**src/inc/glsup_pkg.sv**
```systemverilog
// Shared constants and types for the guard lock supervisor
package glsup_pkg;

  // Clock rate and derived timing
  localparam int unsigned CLK_HZ           = 10_000_000;
  localparam int unsigned TICK_US          = 1000;              // Timer base period in us (1 ms)
  localparam int unsigned TICK_CYCLES      = CLK_HZ / 1_000_000 * TICK_US;
  localparam int unsigned TIME_W           = 16;                // Width of delay settings in ms ticks
  localparam int unsigned MAX_INST_SMALL   = 4;                 // Instances on the smaller master
  localparam int unsigned MAX_INST_LARGE   = 8;                 // Instances on the larger master

  // Default settings in ms
  localparam logic [15:0] RELEASE_MS_DEF   = 16'h0000;
  localparam logic [15:0] FBK_MS_DEF       = 16'h000A;

  // Supervisor states
  typedef enum logic [2:0] {
    GLSUP_LOCKED,
    GLSUP_WAIT_RELEASE,
    GLSUP_UNLOCKED,
    GLSUP_WAIT_CLOSE,
    GLSUP_FAULT
  } glsup_state_type;

endpackage : glsup_pkg

```
**src/rtl/glsup_sync.sv**
```systemverilog
// Two-flop synchroniser for pin inputs
`timescale 1ns/1ps
module glsup_sync #(
  parameter int unsigned WIDTH = 1
) (
  input  wire logic             clk,
  input  wire logic             rst_b,
  input  wire logic [WIDTH-1:0] din,
  output logic      [WIDTH-1:0] dout
);

  logic [WIDTH-1:0] meta_r;

  // First stage feeds only the second stage
  always_ff @(posedge clk or negedge rst_b)
  begin
    if (!rst_b)
    begin
      meta_r <= '0;
      dout   <= '0;
    end
    else
    begin
      meta_r <= din;
      dout   <= meta_r;
    end
  end

endmodule : glsup_sync

```
**src/rtl/glsup_top.sv**
```systemverilog
// Guard lock supervisor: magnet drive, feedback watchdog and safe output
`timescale 1ns/1ps
// How it works
// - Safe output high only locked, gate closed.
// - Unlock request drops safe output at once.
// - Magnet releases after configured release delay.
// - Configurable feedback timeout bounds feedback lag.
// - Any error forces safe output low.
// - Fault flag high on error when enabled.
// - Magnet drive alone controls the electromagnet.
// - Feedback reports actual magnet energised state.
// - Gate mode samples gate as door closed.
// - Request, gate, feedback mismatch is error.
// - No-gate mode ignores the gate input.
// - No-gate mode relocks without added delay.
// - Safe output rises once feedback confirms lock.
// - Spring interlock setting fixes drive polarity.
// - At most 4 or 8 instances.
// - Gate mode relocks only after door closes.
module glsup_top #(
  parameter int unsigned TICK_CYCLES = glsup_pkg::TICK_CYCLES
) (
  input  wire logic                         clk,
  input  wire logic                         rst_b,
  input  wire logic                         unlock_req,
  input  wire logic                         magnet_fbk,
  input  wire logic                         gate_closed,
  input  wire logic                         gate_absent,
  input  wire logic                         spring_interlock,
  input  wire logic                         fault_enable,
  input  wire logic                         fault_clear,
  input  wire logic [glsup_pkg::TIME_W-1:0] release_ms,
  input  wire logic [glsup_pkg::TIME_W-1:0] fbk_timeout_ms,
  output logic                              safe_out,
  output logic                              magnet_drive,
  output logic                              fault_flag,
  output logic                              locked_status
);

  localparam int unsigned TW = glsup_pkg::TIME_W;
  localparam int unsigned DW = $clog2(TICK_CYCLES + 1);

  // Unlock, feedback and gate pins pass two flops before use; fault_clear and the static setting straps are used directly
  logic [2:0] pins_s;
  logic       unlock_s;
  logic       fbk_s;
  logic       gate_s;

  glsup_sync #(
    .WIDTH (3)
  ) u_sync (
    .clk   (clk),
    .rst_b (rst_b),
    .din   ({unlock_req, magnet_fbk, gate_closed}),
    .dout  (pins_s)
  );

  assign unlock_s = pins_s[2];
  assign fbk_s    = pins_s[1];
  assign gate_s   = pins_s[0];

  glsup_pkg::glsup_state_type state_r;
  glsup_pkg::glsup_state_type state_nxt;
  logic [DW-1:0] div_r;
  logic          tick;
  logic [TW-1:0] rel_cnt_r;
  logic [TW-1:0] fbk_cnt_r;
  logic          energise_r;
  logic          energise_prev_r;
  logic          fbk_pending_r;
  logic          fbk_timeout;
  logic          energised;
  logic          gate_ok;
  logic          mismatch;
  logic          error_r;

  // Millisecond tick from the system clock
  always_ff @(posedge clk or negedge rst_b)
  begin
    if (!rst_b)
      div_r <= '0;
    else if (div_r == DW'(TICK_CYCLES - 1))
      div_r <= '0;
    else
      div_r <= div_r + DW'(1);
  end

  assign tick = (div_r == DW'(TICK_CYCLES - 1));

  // Feedback is taken as the magnet's true energised level
  assign energised = fbk_s;
  // Gate ignored when absent
  assign gate_ok   = gate_absent | gate_s;

  // Locked magnet with open door, or feedback disagreeing after settling.
  // The cycle right after a drive change is skipped: the watchdog only arms one edge later,
  // and without the skip every drive change would look like a stale feedback.
  assign fbk_timeout = fbk_pending_r && tick && (fbk_cnt_r >= fbk_timeout_ms);
  assign mismatch    = (!gate_absent && !gate_s && state_r == glsup_pkg::GLSUP_LOCKED)
                     || (!fbk_pending_r && energise_r == energise_prev_r
                         && energised != energise_r);

  // Supervisor sequence
  always_comb
  begin
    state_nxt = state_r;
    unique case (state_r)
      glsup_pkg::GLSUP_LOCKED:
        if (unlock_s)
          state_nxt = glsup_pkg::GLSUP_WAIT_RELEASE;
      glsup_pkg::GLSUP_WAIT_RELEASE:
        if (!unlock_s)
          state_nxt = glsup_pkg::GLSUP_LOCKED;
        else if (rel_cnt_r >= release_ms)
          state_nxt = glsup_pkg::GLSUP_UNLOCKED;
      glsup_pkg::GLSUP_UNLOCKED:
        if (!unlock_s)
          state_nxt = gate_absent ? glsup_pkg::GLSUP_LOCKED
                                  : glsup_pkg::GLSUP_WAIT_CLOSE;
      glsup_pkg::GLSUP_WAIT_CLOSE:
        if (unlock_s)
          state_nxt = glsup_pkg::GLSUP_UNLOCKED;
        else if (gate_ok)
          state_nxt = glsup_pkg::GLSUP_LOCKED;
      glsup_pkg::GLSUP_FAULT:
        if (fault_clear && !unlock_s)
          state_nxt = glsup_pkg::GLSUP_LOCKED;
      // Unused codes of the state word fall into the safe fault state
      default:
        state_nxt = glsup_pkg::GLSUP_FAULT;
    endcase
    if (fbk_timeout || (mismatch && state_r != glsup_pkg::GLSUP_FAULT))
      state_nxt = glsup_pkg::GLSUP_FAULT;
  end

  always_ff @(posedge clk or negedge rst_b)
  begin
    if (!rst_b)
      state_r <= glsup_pkg::GLSUP_LOCKED;
    else
      state_r <= state_nxt;
  end

  // Release delay counted in ms ticks while waiting
  always_ff @(posedge clk or negedge rst_b)
  begin
    if (!rst_b)
      rel_cnt_r <= '0;
    else if (state_r != glsup_pkg::GLSUP_WAIT_RELEASE)
      rel_cnt_r <= '0;
    else if (tick && rel_cnt_r != '1)
      rel_cnt_r <= rel_cnt_r + TW'(1);
  end

  // Energise command; fault leaves the magnet as last commanded so the guard stays put
  always_ff @(posedge clk or negedge rst_b)
  begin
    if (!rst_b)
    begin
      energise_r      <= 1'b0;
      energise_prev_r <= 1'b0;
    end
    else
    begin
      energise_prev_r <= energise_r;
      if (state_nxt == glsup_pkg::GLSUP_UNLOCKED || state_nxt == glsup_pkg::GLSUP_WAIT_CLOSE)
        energise_r <= spring_interlock;
      else if (state_nxt != glsup_pkg::GLSUP_FAULT)
        energise_r <= !spring_interlock;
    end
  end

  // Drive level follows the energise command only
  assign magnet_drive = energise_r;

  // Feedback watchdog restarts on every drive change
  always_ff @(posedge clk or negedge rst_b)
  begin
    if (!rst_b)
    begin
      fbk_pending_r <= 1'b0;
      fbk_cnt_r     <= '0;
    end
    else if (energise_r != energise_prev_r)
    begin
      fbk_pending_r <= 1'b1;
      fbk_cnt_r     <= '0;
    end
    else if (fbk_pending_r && energised == energise_r)
      fbk_pending_r <= 1'b0;
    else if (fbk_pending_r && tick && fbk_cnt_r != '1)
      fbk_cnt_r <= fbk_cnt_r + TW'(1);
  end

  // Error level held while in the fault state
  always_ff @(posedge clk or negedge rst_b)
  begin
    if (!rst_b)
      error_r <= 1'b0;
    else
      error_r <= (state_nxt == glsup_pkg::GLSUP_FAULT);
  end

  // Locked means the feedback shows the locking level settled
  assign locked_status = (state_r == glsup_pkg::GLSUP_LOCKED) && !fbk_pending_r
                       && (energised == !spring_interlock);

  // Safe output registered; unlock request clears it combinationally upstream of the flop
  always_ff @(posedge clk or negedge rst_b)
  begin
    if (!rst_b)
    begin
      safe_out   <= 1'b0;
      fault_flag <= 1'b0;
    end
    else
    begin
      safe_out   <= locked_status && gate_ok && !unlock_s
                 && (state_nxt != glsup_pkg::GLSUP_FAULT);
      fault_flag <= fault_enable && (state_nxt == glsup_pkg::GLSUP_FAULT);
    end
  end

  // Instance count limit is a system constraint, recorded here
  localparam int unsigned INST_LIMIT = glsup_pkg::MAX_INST_LARGE;

endmodule : glsup_top

```
**config.mk**
```make
export PLATFORM = sky130hd
export DESIGN_NAME = glsup_top
export DESIGN_NICKNAME = d
export VERILOG_FILES = /design/src/inc/glsup_pkg.sv /design/src/rtl/glsup_sync.sv /design/src/rtl/glsup_top.sv
export SDC_FILE = /design/constraint.sdc
export NUM_CORES = 1
export LEC_CHECK = 0
export ABC_AREA = 1
export BUFFER_PORTS_ARGS = -buffer_cell sky130_fd_sc_hd__buf_2
export CORE_ASPECT_RATIO = 0.8
export CORE_MARGIN = 5
export CORE_UTILIZATION = 40
export CTS_BUF_LIST = sky130_fd_sc_hd__clkbuf_4
export DETAILED_ROUTE_END_ITERATION = 16
export GPL_TIMING_DRIVEN = 0
export PLACE_DENSITY = 0.68
export SYNTH_ARGS = -nofsm -noshare
export SYNTH_HDL_FRONTEND = slang
export SYNTH_SLANG_ARGS = --single-unit
```
**constraint.sdc**
```tcl
create_clock -name clk -period 1.7 [get_ports clk]
set_input_delay 0 -clock clk [delete_from_list [all_inputs] [get_ports clk]]
set_output_delay 0 -clock clk [all_outputs]
set_load 0.1 [all_outputs]
```
==> results_dict.tcl, run 1 <==
set metrics [dict create \
    worstSetupEndpointType "flop" \
    cp_data_arrival_time_ns 2.21 \
    antenna_cells 0 \
    grt_busiest_layer "met2" \
    pwr_density_cell_mw_per_mm2 973 \
    synth_edf_count 0 \
    postSynthRegisterBits 60 \
    grt_antenna_before_repair 0 \
    max_slew_margin_pct 48.1 \
    floorplan.die.height_um 102 \
    io_buffers 44 \
    die_width_um 125 \
    maxCapViolCount 0 \
    syn_area_per_cell_sq_um 7.87 \
    floorplan.initialDensity_pct 41.2 \
    synth_flop_cell "dfrtp_1" \
    timing_max_transition_violations_final 0 \
    violations_in_the_final_reports "setup timing" \
    fin_ws_ns -0.184 \
    die_area_sq_mm 0.0128 \
    vias_per_cell 5.11 \
    final.min_clock_period_ns 1.88 \
    grt_setup_unrepaired "true" \
    gr-usage-met2_pct 27.6 \
    vias_in_the_first_global_route 3845 \
    async_flop_share_pct 100 \
    clock-skew-final_ns 0.0256 \
    clock.fmax_mhz 531 \
    cts_htree_levels 3 \
    globalplace.congestion 0.905 \
    seq_area_frac_synth_pct 35.3 \
    boundaryPins 45 \
    wire_per_inst_um 13.9 \
    clockRootBuffer "clkbuf_4" \
    setup.worst_path.start "fbk_cnt_r[5]" \
    worst_path_max_delay_cell "dfrtp_1" \
    clk_pin_slew_ns 0.12 \
    min-delay-start "gate_absent" \
    cts.sinks 60 \
    final-hold-violation-count 0 \
    gr-usage-met1_pct 21.3 \
    peakVddDrop_uv 882 \
    dr.first_iter.drc_count 295 \
    layout-area-overhead-vs-synth_pct 39.4 \
    final-setup-viol-count 23 \
    layout.nets 738 \
    reg2reg_slack_ns -0.18 \
    total_leakage_power_nw 2.93 \
    remaining_drc_errors 0 \
    drtAntennaViolNets 0 \
    placement_rows 33 \
    hold_class "input port to flop" \
    post_synth_num_cell_types 42 \
    cp_num_cells 10 \
    grt_pass1_wl_um 17400 \
    grtUsageMet3_pct 4.18 \
    slowest_delay_ns 0.43 \
    dpl_worst_slack_ns -0.330 \
    numCtsBuffers 9 \
    worstPathMaxFanout 7 \
    tritoncts "built" \
    reg2reg_from "fbk_cnt_r[5]" \
    start_kind "flop" \
    worst-r2r-cell-count 10 \
    run_status "finished, violations left" \
    grt_start_max_net_pins 61 \
    worstSetupPathType "flop to flop" \
    synth_nets 616 \
    worst-slew-pin-transition_ns 0.778 \
    crit_family "simple AND/OR/NAND/NOR gates" \
    grt_remaining_overflow 0 \
    track_usage_pct 16.4 \
    crit_path_cell_trace "nand2_2, nor3_4, nand3_2, nor3_4, nand2_2, nand3_4, nand2_8, clkbuf_16, nand4_4, o21ai_2" \
    coreArea_sq_mm 0.0103 \
    detailroute.via_count 4123 \
    min_period_over_period_pct 111 \
    cp.buffers_inverters 1 \
    worstSkewPairLatency_ns 0.42 \
    finalHoldWorstSlack_ns 0.0462 \
    hold-path-cell-count 4 \
    timing.critical_path.required_ns 2.03 \
    drt_first_pass_iters 7 \
    dpl.hpwl_um 7210 \
    post_synth_inst_count 540 \
    synth.cell_area_sq_mm 0.00425 \
    cts_max_path_buffers 2 \
    yosys_warnings 0 \
    totalWireLength_um 11200 \
    final_layout_size_suffix_gt1_share_pct 39.4 \
]
## worst paths after layout
| path | to |
|---|---|
| min in group asynchronous | state_r[1] |
| worst max-delay path | fbk_cnt_r[8] |
| max in group asynchronous | magnet_drive |
| worst min-delay path | state_r[0] |
| worst max register to register | fbk_cnt_r[8] |
| worst min register to register | u_sync.dout[2] |
## Yosys cell counts, types with 9 or more instances
cell       n  area, sq um
o21ai_0   12         60.1
nand2_1  109          409
nor2_1    53          199
xor2_1    19          166
inv_2      9         33.8
o31ai_1   10         75.1
nand3_1   35          175
a21oi_1   21          105
ha_1      35          438
inv_1     89          334
dfrtp_1   60         1500
o21ai_2    9         78.8
nand4_1   14         87.6
## metal layers
layer,vias up,routed length [um],part of all wire (%)
met4,0,220,2.0
met1,1930,4820,43
li1,2010,-,-
met3,24,709,6.3
met2,159,5420,49
met5,-,0,0
## area by class of cell
class | count | area [sq um]
multi-input cells | 376 | 2800
inverters | 98 | 370
well taps | 140 | 175
repair buffers | 110 | 797
clock inverters | 6 | 103
plain buffers | 7 | 80.1
fillers | 864 | 4400
flip-flops and latches | 60 | 1520
clock buffers | 10 | 75.1
## worst min-delay path, stage by stage
cell     delay (ns)
buf_2          0.10
a21oi_1        0.09
o21ai_0        0.15
a31oi_1        0.09
## power by group
part | switching, mW | leakage (nW) | total (mW) | internal, mW
sequential | 0.113 | 0.771 | 1.65 | 1.54
clock | 0.545 | 0.0955 | 1.30 | 0.750
combinational | 1.69 | 2.07 | 2.82 | 1.14
total | 2.35 | 2.93 | 5.77 | 3.42
## flip-flops by register name, summed over array words and instances, names as in the netlist
signal,cells
magnet_drive,1
fault_flag,1
energise_prev_r,1
div_r,14
u_sync.dout,3
safe_out,1
state_r,3
fbk_cnt_r,16
fbk_pending_r,1
rel_cnt_r,16
u_sync.meta_r,3
## cells in the final DEF (no fill, tap or decap), types with 3 or more instances in the layout
master,instances
a21oi_1,14
a21oi_2,8
buf_12,3
buf_2,44
buf_4,56
buf_6,5
bufinv_16,3
clkbuf_4,10
dfrtp_1,44
dfrtp_2,15
dlygate4sd3_1,7
ha_1,24
ha_4,9
inv_1,80
inv_2,17
nand2_1,97
nand2_2,14
nand3_1,27
nand3_2,13
nand3_4,4
nand4_1,14
nand4_4,3
nor2_1,42
nor2_2,5
nor2_4,10
nor3_1,4
nor3_2,4
nor3_4,6
nor4_1,5
o21ai_0,9
o21ai_2,11
o31ai_1,5
o31ai_2,4
xnor2_1,3
xor2_1,18
## cells by family (layout without fill, tap and decap cells)
| family | count (synthesis) | in the layout | share of synthesized area (%) |
|---|---|---|---|
| xor+xnor | 23 | 23 | 4.92 |
| fa+ha+maj | 35 | 35 | 10.3 |
| buf+inv | 105 | 231 | 10.4 |
| simple gates | 256 | 257 | 30.0 |
| flops | 60 | 60 | 35.3 |
| compound gates | 61 | 61 | 9.10 |
## what timing repair did
item | CTS | global route
gates resized for setup | 42 | 76
cloned | 0 | 3
endpoints found under the setup margin | 40 | 42
buffers inserted | 24 | 33
hold buffers | 7 | 0
pin swaps | 18 | 32
endpoints found under the hold margin | 67 | 0
## stage by stage
| step | utilization [%] | std cells | power [mW] | TNS (ns) | cell area, sq um |
|---|---|---|---|---|---|
| 6_report | 57.4 | 807 | 5.77 | -2.85 | 5930 |
| 5_1_grt | 57.4 | 807 | 6.04 | -5.34 | 5930 |
| 4_1_cts | 51.1 | 771 | 5.03 | -1.12 | 5270 |
| 3_5_place_dp | 45.3 | 724 | 3.60 | -5.91 | 4670 |
| 3_3_place_gp | 45.3 | 724 | 3.57 | -4.94 | 4670 |
| 2_1_floorplan | - | 540 | 3.19 | -0.576 | 4280 |
Note: power is estimated with default switching activity, not from simulation.
==> inputs of run 2 (changes only) <==
GPL_TIMING_DRIVEN = default   (was 0)
==> run 2 against run 1 <==
Against the previous run: the flow still finishes with violations (setup timing); total power up 3.4%; first-iteration DRC count down 7.8%; utilization up 4.5 points; clock skew down 0.010 ns; hold slack better by 0.0075 ns; via count up 3.1%; critical path depth down 1; die area unchanged; clock-buffer cell count unchanged; final cell count up 4.5%; final area up 7.9%; setup slack better by 0.034 ns; critical path type unchanged; highest routed layer unchanged.
==> results_dict.tcl, run 2 (synthesis gave the netlist of run 1 again) <==
set metrics [dict create \
    run_status "finished, violations left" \
    violations_in_the_final_reports "setup timing" \
    vias_in_the_first_global_route 4179 \
    cts.sinks 60 \
    clk_pin_slew_ns 0.12 \
    worstSetupEndpointType "flop" \
    finalHoldWorstSlack_ns 0.0537 \
    worstSkewPairLatency_ns 0.44 \
    dr.first_iter.drc_count 272 \
    max_slew_margin_pct 59.9 \
    layout-area-overhead-vs-synth_pct 50.5 \
    grt_remaining_overflow 0 \
    layout.nets 774 \
    hold_class "input port to async pin" \
    dpl.hpwl_um 7930 \
    cts_max_path_buffers 2 \
    drtAntennaViolNets 0 \
    largest_registers "fbk_cnt_r: 16 flops, rel_cnt_r: 16 flops, div_r: 14 flops" \
    antenna_cells 0 \
    grt_pass1_wl_um 18500 \
    cts_htree_levels 3 \
    wire_per_inst_um 14.5 \
    track_usage_pct 17.6 \
    final-hold-violation-count 0 \
    coreArea_sq_mm 0.0103 \
    globalplace.congestion 0.948 \
    reg2reg_slack_ns -0.15 \
    die_width_um 125 \
    min_period_over_period_pct 109 \
    timing_max_transition_violations_final 0 \
    placement_rows 33 \
    worst-r2r-cell-count 9 \
    detailroute.via_count 4251 \
    floorplan.initialDensity_pct 41.2 \
    worstPathMaxFanout 2 \
    final_layout_size_suffix_gt1_share_pct 43.7 \
    peakVddDrop_uv 521 \
    endpoint "state_r[0]" \
    grt_setup_unrepaired "true" \
    start_kind "flop" \
    maxCapViolCount 0 \
    finalCoreUtilization_pct 62.0 \
    vias_per_cell 5.04 \
    final-setup-viol-count 28 \
    totalWireLength_um 12200 \
    grt_antenna_before_repair 0 \
    final.min_clock_period_ns 1.85 \
    die_area_sq_mm 0.0128 \
    final_common_cell "nand2_1" \
    total_leakage_power_nw 3.23 \
    remaining_drc_errors 0 \
    cp_data_arrival_time_ns 2.21 \
    fin_ws_ns -0.149 \
    boundaryPins 45 \
    io_buffers 44 \
    pwr_density_cell_mw_per_mm2 933 \
    reg2reg_from "rel_cnt_r[13]" \
    clock.fmax_mhz 541 \
    floorplan.die.height_um 102 \
    grt_start_max_net_pins 42 \
    crit-reg2reg-capture "state_r[0]" \
    worst-slew-pin-transition_ns 0.596 \
    worstSetupPathType "flop to flop" \
    tritoncts "built" \
    fillers 844 \
    numCtsBuffers 9 \
    layout.cells.most_common_list "87 x nand2_1, 84 x buf_4, 78 x inv_1, 56 x dfrtp_1, 43 x buf_2" \
    timing.critical_path.required_ns 2.06 \
    clockRootBuffer "clkbuf_4" \
    setup.worst_path.start "rel_cnt_r[13]" \
    clock-skew-final_ns 0.0155 \
    drt_first_pass_iters 4 \
]
[run 2: timing repair]
item | 4_1_cts | 5_1_grt
setup buffers | 11 | 23
endpoints found under the hold margin | 67 | 0
hold buffers | 7 | 0
pin swaps | 21 | 34
cloned | 1 | 1
setup endpoints to repair | 37 | 42
resized for setup | 35 | 116
[run 2: how the worst min path moves through the flow]
stage                            from       endpoint  slack (ns)  cells past startpoint
after global placement          rst_b       safe_out      -0.005                      1
after CTS                 gate_absent     state_r[0]       0.002                      4
after global routing      gate_absent       safe_out        0.08                      5
after floorplan                 rst_b       div_r[0]       -0.30                      0
after detailed placement        rst_b       safe_out       0.003                      1
final                           rst_b  fbk_cnt_r[15]        0.05                      2
[run 2: final cells by class]
class	instances	area, sq um	area share, %
Inverter	98	375	5.87
Clock buffer	10	75.1	1.17
Tap cell	140	175	2.74
Sequential cell	60	1510	23.6
Multi-Input combinational cell	376	2980	46.6
Clock inverter	6	103	1.60
Timing Repair Buffer	153	1180	18.4
[run 2: critical path, stage by stage, from the launching register on]
cell,delay (ns)
dfrtp_1,0.44
ha_4,0.25
nand2_1,0.06
inv_1,0.04
o21ai_0,0.20
nand2_1,0.11
nor2_2,0.15
buf_4,0.13
nand4_1,0.17
a31oi_4,0.23
[run 2: power breakdown]
part           total, mW  switching [mW]  internal (mW)
logic               3.00            1.80           1.19
registers           1.64           0.107           1.54
clock network       1.33           0.577          0.749
total               5.96            2.48           3.48
[run 2: per-stage QoR]
stage	setup WS, ns	std cells	instance area, sq um	setup TNS [ns]	power [mW]
4_1_cts	-0.0923	821	5690	-0.672	5.43
3_5_place_dp	-0.143	786	5170	-1.95	3.79
2_1_floorplan	-0.431	540	4280	-0.576	3.19
3_3_place_gp	-0.0918	786	5170	-0.757	3.73
5_1_grt	-0.307	843	6390	-5.14	6.25
6_report	-0.149	843	6390	-1.66	5.96
[run 2: metal layers]
layer | GRT usage [%] | wire length [um]
met1 | 21.9 | 5190
met2 | 30.9 | 6200
met3 | 4.70 | 587
met4 | 4.50 | 219
met5 | 0 | 0
